## config.mk

```make
export PLATFORM = sky130hd
export DESIGN_NAME = sfr_spi_frame
export DESIGN_NICKNAME = d
export VERILOG_FILES = /design/src/hdl/sfr_pkg.sv /design/src/hdl/sfr_fifo.sv /design/src/hdl/sfr_spi_frame.sv
export SDC_FILE = /design/constraint.sdc
export NUM_CORES = 1
export LEC_CHECK = 0
export BUFFER_PORTS_ARGS = -buffer_cell sky130_fd_sc_hd__buf_2
export CORE_ASPECT_RATIO = 1.1
export CORE_UTILIZATION = 55
export CTS_CLUSTER_DIAMETER = 50
export DETAILED_ROUTE_END_ITERATION = 10
export PLACE_DENSITY = 0.84
export SLEW_MARGIN = 20
export SYNTH_ARGS = -nofsm -noshare
export SYNTH_HDL_FRONTEND = slang
export SYNTH_SLANG_ARGS = --single-unit
```

## constraint.sdc

```tcl
create_clock -name clk -period 6.3 [get_ports clk]
set_input_delay 1.575 -clock clk [delete_from_list [all_inputs] [get_ports clk]]
set_output_delay 1.575 -clock clk [all_outputs]
set_load 0.02 [all_outputs]
```

## src/hdl/sfr_pkg.sv

```systemverilog
// shared constants and types of the spi frame register access block
package sfr_pkg;

  // frame header layout and prefetch buffer depth
  localparam int ADDR_W      = 16;       // internal address width
  localparam int CNT_W       = 15;       // byte count width
  localparam int BYTE_W      = 8;        // data unit width
  localparam int HDR_BYTES   = 4;        // header length in bytes
  localparam int DIR_BIT     = 7;        // direction flag in header byte 2
  localparam int CNT_HI_MSB  = 6;        // count bits 14:8 in header byte 2
  localparam int FIFO_DEPTH  = 4;        // read prefetch buffer depth

  // header byte positions
  localparam logic [1:0] HDR_ADDR_HI = 2'h0;
  localparam logic [1:0] HDR_ADDR_LO = 2'h1;
  localparam logic [1:0] HDR_DIR_CNT = 2'h2;
  localparam logic [1:0] HDR_CNT_LO  = 2'h3;

  // direction flag encodings
  localparam logic DIR_READ  = 1'h0;
  localparam logic DIR_WRITE = 1'h1;

  // bit counter value of the last bit of a byte
  localparam logic [2:0] BIT_LAST = 3'h7;

  // filler values
  localparam logic [BYTE_W-1:0] IDLE_BYTE = 8'h00;  // underrun / header filler

  // frame decoder states
  typedef enum logic [1:0] {
    ST_IDLE,
    ST_HDR,
    ST_DATA
  } sfr_state_t;

endpackage

```

## src/hdl/sfr_fifo.sv

```systemverilog
// small synchronous fifo with valid/ready on both sides and a flush
`timescale 1ns/10ps
module sfr_fifo #(
  parameter int WIDTH = 8,
  parameter int DEPTH = 4
) (
  input  wire logic             clk,        // system clock
  input  wire logic             rst,        // async reset, active high
  input  wire logic             flush,      // drop all entries
  input  wire logic             in_valid,   // write side offers a word
  output logic                  in_ready,   // room for a word
  input  wire logic [WIDTH-1:0] in_data,    // word to store
  output logic                  out_valid,  // a word is available
  input  wire logic             out_ready,  // reader takes the word
  output logic [WIDTH-1:0]      out_data    // oldest word
);

  localparam int PW = (DEPTH > 1) ? $clog2(DEPTH) : 1;

  typedef struct packed {
    logic [DEPTH-1:0][WIDTH-1:0] mem;
    logic [PW-1:0]               wp;
    logic [PW-1:0]               rp;
    logic [PW:0]                 cnt;
  } sfr_fifo_regs_t;

  sfr_fifo_regs_t q;
  sfr_fifo_regs_t d;

  // honest full and empty straight from the count
  assign in_ready  = (q.cnt != (PW+1)'(DEPTH));
  assign out_valid = (q.cnt != '0);
  assign out_data  = q.mem[q.rp];

  // pointer and count update
  always_comb begin
    d = q;
    if (in_valid && in_ready) begin
      d.mem[q.wp] = in_data;
      d.wp = (q.wp == PW'(DEPTH-1)) ? '0 : q.wp + PW'(1);
    end
    if (out_valid && out_ready) begin
      d.rp = (q.rp == PW'(DEPTH-1)) ? '0 : q.rp + PW'(1);
    end
    d.cnt = q.cnt + (PW+1)'(in_valid && in_ready) - (PW+1)'(out_valid && out_ready);
    if (flush) begin
      d.wp  = '0;
      d.rp  = '0;
      d.cnt = '0;
    end
  end

  // state register
  always_ff @(posedge clk or posedge rst) begin
    if (rst) begin
      q <= '0;
    end else begin
      q <= d;
    end
  end

endmodule

```

## src/hdl/sfr_spi_frame.sv

```systemverilog
// spi slave frame decoder turning spi frames into internal reads and writes
//
// Operation
// RQ1: frame starts at select low; address, flag, count, data follow on mosi.
// RQ2: direction flag zero means read, one means write.
// RQ3: header is 16-bit address, 1-bit flag, 15-bit count; data in bytes.
// RQ4: count of one gives a single-byte read returning exactly one byte.
// RQ5: count above one gives a burst read; only data bytes after header.
// RQ6: write header has flag set, same address and count fields.
// RQ7: writes store one byte, or count consecutive bytes as a burst.
// RQ8: after select falls, miso is driven low until read data shifts.
// RQ9: host holds mosi low after select falls in writes until header.
// RQ10: address sent high byte first, then low byte.
// RQ11: third header byte holds flag in msb and count bits 14:8 below.
// RQ12: fourth header byte holds count bits 7:0.
// RQ13: host shifts one dummy byte on mosi per read byte on miso.
// RQ14: select rises after all counted bytes; the rise ends the frame.
// RQ15: modes 0 and 3 only; sample mosi on rising, change miso on falling.
// RQ16: host holds reset at least 2 us.
// RQ17: host waits 150 ms after reset before any spi frame.
// RQ18: burst address advances by one after each data byte.
// RQ19: early select rise abandons the frame and rearms the header decoder.
`timescale 1ns/10ps
module sfr_spi_frame #(
  parameter int ADDR_W     = sfr_pkg::ADDR_W,
  parameter int CNT_W      = sfr_pkg::CNT_W,
  parameter int BYTE_W     = sfr_pkg::BYTE_W,
  parameter int FIFO_DEPTH = sfr_pkg::FIFO_DEPTH
) (
  input  wire logic              clk,              // system clock, 100 MHz
  input  wire logic              rst,              // async reset, active high
  input  wire logic              sclk,             // spi clock pin
  input  wire logic              mosi,             // spi data in pin
  input  wire logic              chip_select_low,  // spi select pin, active low
  output logic                   miso_o,           // spi data out value
  output logic                   miso_oe,          // miso driven while high
  output logic                   wr_valid,         // one-cycle write strobe
  output logic [ADDR_W-1:0]      wr_addr,          // write address
  output logic [BYTE_W-1:0]      wr_data,          // write byte
  output logic                   rd_req_valid,     // read request offered
  input  wire logic              rd_req_ready,     // read request taken
  output logic [ADDR_W-1:0]      rd_req_addr,      // read address
  input  wire logic              rd_data_valid,    // read data returned
  output logic                   rd_data_ready,    // read data accepted
  input  wire logic [BYTE_W-1:0] rd_data,          // read byte
  output logic                   busy,             // frame in progress
  output logic                   frame_done,       // pulse, frame ended cleanly
  output logic                   frame_abort,      // pulse, frame cut short
  output logic                   rd_underrun       // pulse, read byte not ready
);

  // all decoder state except the prefetch buffer in one record
  typedef struct packed {
    logic [1:0]          sclk_sy;   // sclk synchroniser
    logic [1:0]          mosi_sy;   // mosi synchroniser
    logic [1:0]          cs_sy;     // select synchroniser, active low
    logic                sclk_old;  // previous synchronised sclk
    sfr_pkg::sfr_state_t st;
    logic [2:0]          bit_cnt;   // bits of current byte taken
    logic [1:0]          hdr_idx;   // header byte index
    logic [BYTE_W-1:0]   rx_sr;     // receive shifter
    logic [BYTE_W-1:0]   tx_sr;     // transmit shifter
    logic [ADDR_W-1:0]   addr;      // current data byte address
    logic                dir;       // direction flag
    logic [CNT_W-1:0]    left;      // data bytes still to move
    logic [ADDR_W-1:0]   iss_addr;  // next prefetch address
    logic [CNT_W-1:0]    iss_left;  // prefetches still to issue
    logic                pend;      // one read outstanding
    logic                stale;     // outstanding read belongs to a dead frame
    logic                miso;
    logic                oe;
    logic                wr_v;
    logic [ADDR_W-1:0]   wr_a;
    logic [BYTE_W-1:0]   wr_d;
    logic                done;
    logic                abort;
    logic                under;
  } sfr_regs_t;

  sfr_regs_t q;
  sfr_regs_t d;

  // prefetch buffer signals
  logic              fifo_in_valid;
  logic              fifo_in_ready;
  logic              fifo_out_valid;
  logic              fifo_pop;
  logic [BYTE_W-1:0] fifo_out_data;
  logic              fifo_flush;

  // decoded pin events
  logic              sel;
  logic              rise;
  logic              fall;
  logic [BYTE_W-1:0] byte_in;
  logic              byte_done;
  logic              req_fire;
  logic              ret_fire;

  // edges and levels come only from the second synchroniser stage
  assign sel       = ~q.cs_sy[1];
  assign rise      = q.sclk_sy[1] & ~q.sclk_old;
  assign fall      = ~q.sclk_sy[1] & q.sclk_old;
  assign byte_in   = {q.rx_sr[BYTE_W-2:0], q.mosi_sy[1]};
  assign byte_done = rise && (q.bit_cnt == sfr_pkg::BIT_LAST);

  // one read in flight at a time so an abort leaves at most one stray answer
  assign rd_req_valid = sel && (q.st == sfr_pkg::ST_DATA)
                        && (q.dir == sfr_pkg::DIR_READ)
                        && (q.iss_left != '0) && !q.pend && !q.stale;
  assign rd_req_addr  = q.iss_addr;
  assign req_fire     = rd_req_valid && rd_req_ready;

  // stray answers of a dead frame are swallowed, not buffered
  assign rd_data_ready = q.stale | fifo_in_ready;
  assign fifo_in_valid = rd_data_valid & ~q.stale;
  assign ret_fire      = rd_data_valid && rd_data_ready;
  assign fifo_flush    = (q.st == sfr_pkg::ST_IDLE);

  // fifo is drained only at a byte boundary of the read data phase
  assign fifo_pop = sel && fall && (q.st == sfr_pkg::ST_DATA)
                    && (q.dir == sfr_pkg::DIR_READ)
                    && (q.left != '0) && (q.bit_cnt == '0);

  // read prefetch buffer between the internal space and the shifter
  sfr_fifo #(
    .WIDTH (BYTE_W),
    .DEPTH (FIFO_DEPTH)
  ) u_prefetch (
    .clk       (clk),
    .rst       (rst),
    .flush     (fifo_flush),
    .in_valid  (fifo_in_valid),
    .in_ready  (fifo_in_ready),
    .in_data   (rd_data),
    .out_valid (fifo_out_valid),
    .out_ready (fifo_pop),
    .out_data  (fifo_out_data)
  );

  // next state of the frame decoder
  always_comb begin
    d = q;
    // two-stage synchronisers on every pin
    d.sclk_sy  = {q.sclk_sy[0], sclk};
    d.mosi_sy  = {q.mosi_sy[0], mosi};
    d.cs_sy    = {q.cs_sy[0], chip_select_low};
    d.sclk_old = q.sclk_sy[1];
    d.wr_v     = 1'b0;
    d.done     = 1'b0;
    d.abort    = 1'b0;
    d.under    = 1'b0;

    // read request and answer bookkeeping
    if (req_fire) begin
      d.pend     = 1'b1;
      d.iss_addr = q.iss_addr + ADDR_W'(1);  // [RQ18]
      d.iss_left = q.iss_left - CNT_W'(1);
    end
    if (ret_fire) begin
      d.pend  = 1'b0;
      d.stale = 1'b0;
    end

    if (!sel) begin
      // select high: frame over, decoder rearmed for a new header
      if (q.st == sfr_pkg::ST_HDR) begin
        d.abort = 1'b1;                                      // [RQ19]
      end else if (q.st == sfr_pkg::ST_DATA) begin
        d.done  = (q.left == '0);                            // [RQ14]
        d.abort = (q.left != '0);                            // [RQ19]
      end
      if (q.pend && !ret_fire) begin
        d.stale = 1'b1;
      end
      d.st       = sfr_pkg::ST_IDLE;                         // [RQ14]
      d.bit_cnt  = '0;
      d.hdr_idx  = '0;
      d.rx_sr    = '0;
      d.tx_sr    = '0;
      d.left     = '0;
      d.iss_left = '0;
      d.miso     = 1'b0;
      d.oe       = 1'b0;
    end else begin
      // select low: drive miso low until read data is shifted
      d.oe = 1'b1;                                           // [RQ8]
      if (q.st == sfr_pkg::ST_IDLE) begin
        d.st   = sfr_pkg::ST_HDR;                            // [RQ1]
        d.miso = 1'b0;                                       // [RQ8]
      end

      // mosi is sampled on rising sclk only
      if (rise) begin
        d.rx_sr   = byte_in;                                 // [RQ15]
        d.bit_cnt = q.bit_cnt + 3'h1;
      end

      // a whole byte has arrived
      if (byte_done) begin
        if (q.st != sfr_pkg::ST_DATA) begin
          // header bytes, address high first
          d.hdr_idx = q.hdr_idx + 2'h1;
          case (q.hdr_idx)
            sfr_pkg::HDR_ADDR_HI: begin
              d.addr[ADDR_W-1:BYTE_W] = byte_in;             // [RQ10]
            end
            sfr_pkg::HDR_ADDR_LO: begin
              d.addr[BYTE_W-1:0] = byte_in;                  // [RQ10]
            end
            sfr_pkg::HDR_DIR_CNT: begin
              d.dir = byte_in[sfr_pkg::DIR_BIT];             // [RQ11] [RQ2]
              d.left[CNT_W-1:BYTE_W] = byte_in[sfr_pkg::CNT_HI_MSB:0];  // [RQ11]
            end
            sfr_pkg::HDR_CNT_LO: begin
              // header complete: no further header bytes in this frame
              d.left[BYTE_W-1:0] = byte_in;                  // [RQ12] [RQ3]
              d.st       = sfr_pkg::ST_DATA;                 // [RQ5]
              d.iss_addr = q.addr;
              if (q.dir == sfr_pkg::DIR_READ) begin
                d.iss_left = {q.left[CNT_W-1:BYTE_W], byte_in};  // [RQ4] [RQ5]
              end else begin
                d.iss_left = '0;                             // [RQ6]
              end
            end
            default: begin
              d.hdr_idx = '0;
            end
          endcase
        end else if (q.left != '0) begin
          // data byte: a write byte or a dummy byte of a read
          d.addr = q.addr + ADDR_W'(1);                      // [RQ18]
          d.left = q.left - CNT_W'(1);                       // [RQ7] [RQ4]
          if (q.dir == sfr_pkg::DIR_WRITE) begin
            d.wr_v = 1'b1;                                   // [RQ7] [RQ2]
            d.wr_a = q.addr;
            d.wr_d = byte_in;
          end
        end
        // bytes past the count are ignored until select rises
      end

      // miso changes on falling sclk only
      if (fall && (q.st == sfr_pkg::ST_DATA)
          && (q.dir == sfr_pkg::DIR_READ)) begin
        if (q.left == '0) begin
          // past the counted bytes the line rests low
          d.miso = 1'b0;
        end else if (q.bit_cnt == '0) begin
          // byte boundary: load next prefetched byte, zeros if not ready
          if (fifo_out_valid) begin
            d.miso  = fifo_out_data[BYTE_W-1];               // [RQ15]
            d.tx_sr = {fifo_out_data[BYTE_W-2:0], 1'b0};
          end else begin
            d.miso  = 1'b0;
            d.tx_sr = sfr_pkg::IDLE_BYTE;
            d.under = 1'b1;
          end
        end else begin
          d.miso  = q.tx_sr[BYTE_W-1];                       // [RQ15]
          d.tx_sr = {q.tx_sr[BYTE_W-2:0], 1'b0};
        end
      end
    end
  end

  // state register; reset gives idle with miso released
  always_ff @(posedge clk or posedge rst) begin
    if (rst) begin
      q <= '0;
    end else begin
      q <= d;
    end
  end

  // all data and status outputs come from the state register
  assign miso_o      = q.miso;
  assign miso_oe     = q.oe;
  assign wr_valid    = q.wr_v;
  assign wr_addr     = q.wr_a;
  assign wr_data     = q.wr_d;
  assign busy        = (q.st != sfr_pkg::ST_IDLE);
  assign frame_done  = q.done;
  assign frame_abort = q.abort;
  assign rd_underrun = q.under;

endmodule

```

# Word level (Yosys, flattened, before mapping)
# Cells that the tools add are included.
# classes
muxes	61
reduce_logical	48
shift	0
addsub	10
div_mod_pow	0
eq_ne	15
n_lt_le_gt_ge	3
n_bitwise	10
n_mul	0
# op_table
operator	count
25-bit 2-to-1 mux	5
15-bit 2-to-1 mux	5
8-bit 2-to-1 mux	9
16-bit 2-to-1 mux	3
46-bit 2-to-1 mux	1
39-bit 2-to-1 mux	1
16-bit by 1-bit adder with 16-bit output, second input constant	2
32-bit bitwise mux	1
32-bit 2-to-1 mux	1
31-bit 2-to-1 mux	1
15-bit nonzero test	2
15-bit by 1-bit subtractor with 15-bit output, second input constant	2
2-bit 2-to-1 mux	14
23-bit 2-to-1 mux	1
1-bit logical AND	19
2-bit nonzero test	9
8-bit binary-select mux with 2-bit select	1
8-bit demux with 2-bit select	1
15-bit zero test	1
1-bit 2-to-1 mux	14
7-bit 2-to-1 mux	2
4-bit AND reduction	3
2-bit equality test, second input constant	5
3-bit nonzero test	3
22 further kinds	41
# totals
regBits	163
ram_bits	0
latch_bits	0
rom_bits	0
n_memories	0

# Longest topological paths before layout
# Gate-level depths: netlist of the first run.
# depth
depth_word	12
depth_mapped	15
mapped_depth_nobuf	14

# Modules after synthesis
# From an unflattened synthesis of the first run, not the netlist that was laid out.
# unflattened
hier_cells	859
area_unflattened_um2	8898.5
# modules_own_cells
module	area_each_um2	instances	cells_per_inst	seq_area_each_um2
sfr_spi_frame	6885.4	1	733	3078.0
sfr_fifo	2013.2	1	126	975.9

# Least setup slack after synthesis of the first run
# No wires, ideal clock.
# synth_timing
path_type	reg-to-reg
startpoint	reg q[63] (netlist name)
endpoint	reg u_prefetch.q[2] (netlist name)
n_path_buf	1
arrival_ps	3240
path_stages_with_launch	16
slack_ps	2925
path_cell_list	dfrtp_1 inv_1 ha_1 or4b_2 nor4_4 nor3_1 clkbuf_1 nand2_1 nor2_1 ha_1 inv_1 ha_1 fa_1 xnor2_1 xnor2_1 nor2_1
# synth_rtl
item	line_no	text
from (decl)	sfr_spi_frame.sv:80	sfr_regs_t q;
from (signal assigned)	sfr_spi_frame.sv:270	q <= '0;
from (signal assigned)	sfr_spi_frame.sv:272	q <= d;
to (signal assigned)	sfr_fifo.sv:56	q <= '0;
to (signal assigned)	sfr_fifo.sv:58	q <= d;
to (decl)	sfr_fifo.sv:27	sfr_fifo_regs_t q;

# Worst setup path after layout of the first run
# layout_timing
startpoint	reg q[38] (netlist name)
endpoint	out rd_req_valid
# layout_via
elab_chain_len	4
# layout_rtl
item	line_no	text
15-bit nonzero test	sfr_spi_frame.sv:110	&& (q.iss_left != '0) && !q.pend && !q.stale;
1-bit logical AND (3 in series)	sfr_spi_frame.sv:110	
to (decl)	sfr_spi_frame.sv:40	output logic rd_req_valid,
# No other way between the ends.

==> flow_metrics.tcl, run 1 <==
set metrics [dict create \
    outcome "finished clean" \
    synth_seq_area_share_pct 47.2 \
    synth_top_cells_by_area "dfrtp_1 47%, mux2_2 7.6%, buf_4 3.7%" \
    period_needed_ps 4130 \
    drtIter0Drc 509 \
    async_flop_share_pct 100 \
    syn_avg_cell_area_um2 10.2 \
    synth_nets 879 \
    insertion_delay_ps 430 \
    tns_ps 0 \
    firstDrtPassIters 5 \
    seq_area_mm2 0.00405 \
    timing.final.max_slew_violations 0 \
    antenna_cells 0 \
    setup_violations 0 \
    fp-row-count 47 \
    critical_path.max_fanout 7 \
    cts_tree "done" \
    hold_viol 0 \
    worst_slew_pin_slew_ps 873 \
    power.leakage_nw 4.14 \
    io_pins 64 \
    fp.dieH_um 133 \
    synthFlopType "dfrtp_1" \
    fmax_mhz 242 \
    wl_mm 19.3 \
    cts_root_buffer "clkbuf_16" \
    drc 0 \
    fin_nets 883 \
    path_clk_slew_ps 60 \
    crit_path_end_kind "primary output" \
    dieArea_mm2 0.0161 \
    post_cts_resized 0 \
    grt_pass1_wl_mm 32.0 \
    antenna_left 0 \
    place.gp.congestion 0.919 \
    initial_core_util_pct 56.6 \
    crit_arrival_ps 2550 \
    n_fill_cell 1216 \
    vias 6546 \
    multi_input_area_mm2 0.00394 \
    timing.final.crit_share_pct 65.5 \
    wl_per_cell_um 18.3 \
    grtUsageTotal_pct 25.4 \
    area_growth_pct 8.89 \
    final_common_cell "dfrtp_1" \
    yosysTopAreaCellShare_pct 47.2 \
    dp_hpwl_mm 12.9 \
    slew_headroom_pct 41.2 \
    cts.hold.buffers_added 0 \
    hp-class "register to register" \
    yosysUniqueCellTypes 71 \
    final_cell_mix "162 x dfrtp_1, 83 x nand2_1, 63 x buf_2, 58 x mux2_2, 54 x a21oi_1" \
    min_from "d[124]$_DFF_PP0_" \
    max-cap-violations 0 \
    synth_edf_count 0 \
    synth_top_area_cell "dfrtp_1" \
    synth-seq-cells 162 \
    overflow 0 \
    clock_sinks 162 \
    syn-cell-area_mm2 0.00858 \
    critical_path_required_ps 4720 \
    grt_setup_unrepaired "false" \
    grt_antenna_before_repair 0 \
    viasPerCell 6.20 \
    start_kind "register" \
    reg2reg_from "q[63]$_DFFE_PP0P_" \
    grt_max_degree 102 \
    drive_above_1_share_pct 21.1 \
    skew_ps 8.62 \
    grt_pass1_vias 6517 \
    ys_warn_count 0 \
    die_x_um 121 \
    fin_util_pct 61.6 \
    max-vdd-ir-drop_mv 0.234 \
    cts_buffers 17 \
    port-buffer-count 63 \
    power-per-cell-area_mw_per_mm2 275 \
    core-area_mm2 0.0152 \
    path_class "register to primary output" \
    startpoint "q[38]$_DFF_PP0_" \
    clk_path_buf_depth 2 \
    cts-htree-levels 4 \
    postCtsSetupRepairBufs 0 \
    syn_inst 844 \
]
-- where the power goes --
part           switching [mW]  total [mW]  leakage [nW]  internal [mW]
logic                   0.127       0.274          1.74          0.147
registers              0.0633        1.21          2.10           1.15
clock network           0.404        1.08         0.298          0.678
-- through the flow --
step           instance area (µm²)  power [mW]  std cells  hold WS (ps)  setup WS [ps]
2_1_floorplan                 8580        1.43        844           331            348
3_3_place_gp                  8730        1.48       1025           334           2710
5_1_grt                       9350        2.67       1055           360           1960
3_5_place_dp                  8730        1.51       1025           336           2630
6_report                      9350        2.57       1055           345           2170
4_1_cts                       9340        2.59       1055           350           2180
-- synthesized netlist by cell type, types with 3 or more instances --
cell      count
and4_1        7
mux2_2       58
clkbuf_1     34
ha_1         19
buf_4        42
nor2b_1       7
xnor2_1      23
o21a_1        3
nor4b_1       7
o22ai_1      10
a22oi_1       9
nand2_1      83
nand3_1      25
a22o_1        5
nor3_1       15
o21ai_0      39
o311ai_0      3
nor2_1       45
o32ai_1       5
a32oi_1       4
a21oi_1      55
buf_1         5
mux4_2        8
xor2_1        4
buf_2         4
or4_1         5
mux2i_1       8
nor4_1       14
a31oi_1      12
nand2b_1      7
and3_1       13
nand4_1      12
inv_1        33
dfrtp_1     162
a211oi_1     11
-- area by class of cell --
cell class | instances | share of cell area, %
clock inverter | 10 | 1.70
timing repair buffer | 70 | 3.94
inverter | 33 | 1.38
tap | 196 | 2.62
clock buffer | 20 | 4.89
sequential | 162 | 43.4
multi-input combinational | 564 | 42.1
-- per-layer routing --
metal  wire, µm  track usage, %
met5          0               0
met4        577            11.1
met3       1360            6.68
met2       9490            42.3
met1       7870            30.9
-- cells by family (layout without fill, tap and decap cells) --
| family | Yosys count | count (layout) | synth area share [%] |
|---|---|---|---|
| simple gates | 257 | 257 | 15.4 |
| compound gates | 186 | 186 | 13.9 |
| flops | 162 | 162 | 47.2 |
| buf+inv | 118 | 133 | 7.05 |
| mux | 74 | 74 | 10.6 |
| xor+xnor | 27 | 27 | 2.75 |
| fa+ha+maj | 20 | 20 | 3.00 |
-- final timing paths --
path	endpoint	slack, ps	cells past startpoint
max	rd_req_valid	2170	4
min	d[118]$_DFF_PP0_	350	0
max reg2reg	u_prefetch.q[2]$_DFF_PP0_	2690	15
min reg2reg	d[118]$_DFF_PP0_	350	0
max in group asynchronous	q[42]$_DFF_PP0_	3640	3
min in group asynchronous	u_prefetch.q[23]$_DFFE_PP0P_	1340	2
-- state kept, by name, indices dropped and copies added, names as in the netlist --
name          cells
frame_done        1
wr_addr          16
miso_oe           1
rd_underrun       1
u_prefetch.q     39
miso_o            1
byte_in           8
frame_abort       1
q                65
rd_req_addr      16
d                 4
wr_valid          1
wr_data           8
-- worst max-delay path, cell delays in order, from the launching register on --
cell,delay [ps]
dfrtp_1,420
nor4_1,780
nand4_1,450
and3_1,320
buf_2,160
No activity file was read; power rests on OpenSTA's default activity.
==> inputs of run 2 (changes only) <==
--- a/config.mk
+++ b/config.mk
@@ -5,12 +5,13 @@
 export SDC_FILE = /design/constraint.sdc
 export NUM_CORES = 1
 export LEC_CHECK = 0
+export ABC_AREA = 1
 export BUFFER_PORTS_ARGS = -buffer_cell sky130_fd_sc_hd__buf_2
 export CORE_ASPECT_RATIO = 1.1
-export CORE_UTILIZATION = 55
+export CORE_UTILIZATION = 60
 export CTS_CLUSTER_DIAMETER = 50
 export DETAILED_ROUTE_END_ITERATION = 10
-export PLACE_DENSITY = 0.84
+export PLACE_DENSITY = 0.86
 export SLEW_MARGIN = 20
 export SYNTH_ARGS = -nofsm -noshare
 export SYNTH_HDL_FRONTEND = slang
==> constraint.sdc (replaced) <==
create_clock -name clk -period 3.8 [get_ports clk]
set_input_delay 0.95 -clock clk [delete_from_list [all_inputs] [get_ports clk]]
set_output_delay 0.95 -clock clk [all_outputs]
set_load 0.02 [all_outputs]
==> run 2 against run 1 <==
Against the previous run: hold slack gained 3.8 ps; non-clock buffer count shrank 1; clock skew grew 1.4 ps; register-to-register slack lost 1700 ps; setup slack lost 1200 ps; via count grew 20%; critical path depth grew 2; critical endpoint unchanged; largest power group unchanged; highest routed layer unchanged.
==> flow_metrics.tcl, run 2 <==
set metrics [dict create \
    tns_ps 0 \
    die_x_um 119 \
    fmax_mhz 353 \
    synth_top_cells_by_area "dfrtp_1 45%, nand2_1 12%, o21ai_0 6.2%" \
    port-buffer-count 63 \
    critical_path.max_fanout 16 \
    hp-class "register to register" \
    clock_sinks 162 \
    post_cts_resized 0 \
    final_cell_mix "280 x nand2_1, 162 x dfrtp_1, 133 x inv_1, 112 x o21ai_0, 103 x nor2_1" \
    path_clk_slew_ps 60 \
    crit_path_end_kind "primary output" \
    overflow 0 \
    area_growth_pct 8.58 \
    start_kind "register" \
    dp_hpwl_mm 15.4 \
    r2r_slack_ps 1010 \
    min_from "d[120]$_DFF_PP0_" \
    synth_edf_count 0 \
    p_sw_mw 1.06 \
    cts_root_buffer "clkbuf_16" \
    synth_compound_area_share_pct 11.5 \
    synthSimpleGateAreaFrac_pct 25.1 \
    grt_max_degree 90 \
    timing.final.max_slew_violations 0 \
    max-vdd-ir-drop_mv 0.442 \
    seq_power_share_pct 47.3 \
    whs_path_depth 0 \
    synth_top_area_cell "dfrtp_1" \
    wl_mm 22.0 \
    synth-xor-area-share_pct 2.22 \
    p_int_mw 3.10 \
    pwr-share-comb_pct 10.1 \
    place.gp.congestion 0.968 \
    grt_pass1_wl_mm 35.8 \
    period_needed_ps 2830 \
    fin_util_pct 67.6 \
    worstHoldEndpoint "q[120]$_DFF_PP0_" \
    synth.most_common_cell "nand2_1" \
    dpl_cell_area_mm2 0.00924 \
    vias 7852 \
    clkPwrFrac_pct 42.6 \
    largestRegisters "q x65, u_prefetch.q x39" \
    drc 0 \
    max-cap-violations 0 \
    syn_inst 1149 \
    synth_nets 1184 \
    synthTopCellsByCount "280 x nand2_1, 162 x dfrtp_1, 134 x inv_1" \
    hold_viol 0 \
    antenna_cells 0 \
    initial_core_util_pct 62.3 \
    syn-cell-area_mm2 0.00907 \
    cts_tree "done" \
    fin_nets 1203 \
    largest-register "q" \
    yosysTopAreaCellShare_pct 44.7 \
    power-per-cell-area_mw_per_mm2 423 \
    swShare_pct 25.6 \
    worst_slew_pin_slew_ps 852 \
    final_common_cell "nand2_1" \
    cts_buffers 17 \
    synthFlopType "dfrtp_1" \
    grt_pass1_vias 7371 \
    dieArea_mm2 0.0156 \
    fp.dieH_um 131 \
    grt_setup_unrepaired "false" \
    yosysUniqueCellTypes 46 \
    path_class "register to primary output" \
    insertion_delay_ps 440 \
    drive_above_1_share_pct 13.7 \
    crit_arrival_ps 1880 \
    slew_headroom_pct 43.2 \
    clk_path_buf_depth 2 \
    postCtsSetupRepairBufs 0 \
    grt_antenna_before_repair 0 \
    final_area_mm2 0.00984 \
    io_pins 64 \
    cts.hold.buffers_added 0 \
    setup_violations 0 \
    async_flop_share_pct 100 \
    cts-htree-levels 4 \
    wl_per_cell_um 16.0 \
    outcome "finished clean" \
    core-area_mm2 0.0146 \
    reg2reg_from "q[113]$_DFFE_PP0P_" \
    antenna_left 0 \
    power.leakage_nw 5.17 \
    fp-row-count 46 \
    syn_avg_cell_area_um2 7.89 \
    firstDrtPassIters 6 \
    ys_warn_count 0 \
    synth-seq-cells 162 \
    yosys.area_share.adder_pct 2.84 \
    skew_ps 10.0 \
    viasPerCell 5.72 \
    largest_reg_flops 65 \
    synth_mux_area_share_pct 2.86 \
    synth_seq_area_share_pct 44.7 \
    synth_top_family_by_area "simple AND/OR/NAND/NOR gates" \
    r2r-end "u_prefetch.q[1]$_DFF_PP0_" \
    critical_path_required_ps 2850 \
    grtUsageTotal_pct 29.4 \
    drtIter0Drc 935 \
    rr_worst_depth 12 \
    timing.final.crit_share_pct 74.5 \
]
## run 2: cell count changes after synthesis, moves of 20 or more
| cell | delta |
|---|---|
| a21oi_1 | -29 |
| clkbuf_1 | -24 |
| nor2_1 | +59 |
| o21ai_0 | +73 |
| inv_1 | +101 |
| nand3_1 | +53 |
| nand2_1 | +197 |
| xnor2_1 | -20 |
| mux2_2 | -35 |
## run 2: stage by stage
| step | power, mW | cells | hold slack, ps | worst slack, ps |
|---|---|---|---|---|
| final | 4.16 | 1372 | 349 | 970 |
| after global routing | 4.32 | 1372 | 366 | 724 |
| after floorplan | 2.28 | 1149 | 331 | 793 |
| after global placement | 2.38 | 1341 | 332 | 1220 |
| after CTS | 4.18 | 1372 | 349 | 961 |
| after detailed placement | 2.41 | 1341 | 335 | 1120 |
## run 2: area by class of cell
type / count / area [µm²]
Multi-Input combinational cell: 779 / 4040
Clock inverter: 14 / 178
Sequential cell: 162 / 4050
Fill cell: 1163 / 4720
Tap cell: 192 / 240
Clock buffer: 17 / 425
Timing Repair Buffer: 69 / 385
Inverter: 139 / 526
## run 2: routing by layer
metal / global-route usage, % / wire length (µm) / share of wire, % / vias to the layer above
met3: 5.38 / 1310 / 6.0 / 63
met2: 51.0 / 11100 / 50 / 342
met4: 14.7 / 780 / 3.5 / 0
li1: - / - / - / 3725
met5: 0 / 0 / 0 / -
met1: 35.5 / 8810 / 40 / 3722
## run 2: power by group through the flow
| stage | logic, mW | registers (mW) | clock network [mW] |
|---|---|---|---|
| final | 0.420 | 1.97 | 1.77 |
| after global routing | 0.477 | 1.99 | 1.86 |
| after CTS | 0.422 | 1.97 | 1.79 |
| after detailed placement | 0.415 | 2.00 | 0 |
| after global placement | 0.394 | 1.99 | 0 |
| after floorplan | 0.308 | 1.98 | 0 |
## run 2: worst max-delay path by stage
stage,from,endpoint,cells after the start
floorplan,rst,byte_in[0]$_DFF_PP0_,1
global placement,q[113]$_DFFE_PP0P_,u_prefetch.q[1]$_DFF_PP0_,12
detailed placement,q[113]$_DFFE_PP0P_,u_prefetch.q[1]$_DFF_PP0_,12
CTS,q[32]$_DFF_PP0_,rd_req_valid,8
global route,q[113]$_DFFE_PP0P_,u_prefetch.q[1]$_DFF_PP0_,12
finish,q[78]$_DFFE_PP0P_,rd_req_valid,6
## run 2: logic make-up (layout without fill, tap and decap cells)
logic type,after synthesis,in the layout
muxes,23,23
xor gates and xnor gates,23,23
AOI/OAI and AO/OA,185,185
buffers and inverters,208,239
adders and majority gates,20,20
DFF,162,162
and+or+nand+nor,528,528
## run 2: critical path: stages (launching register included)
cell and delay, ps:
dfrtp_1 470, inv_2 260, nand3_1 170, nor2_4 230, nand2_1 100, inv_1 60
buf_2 150
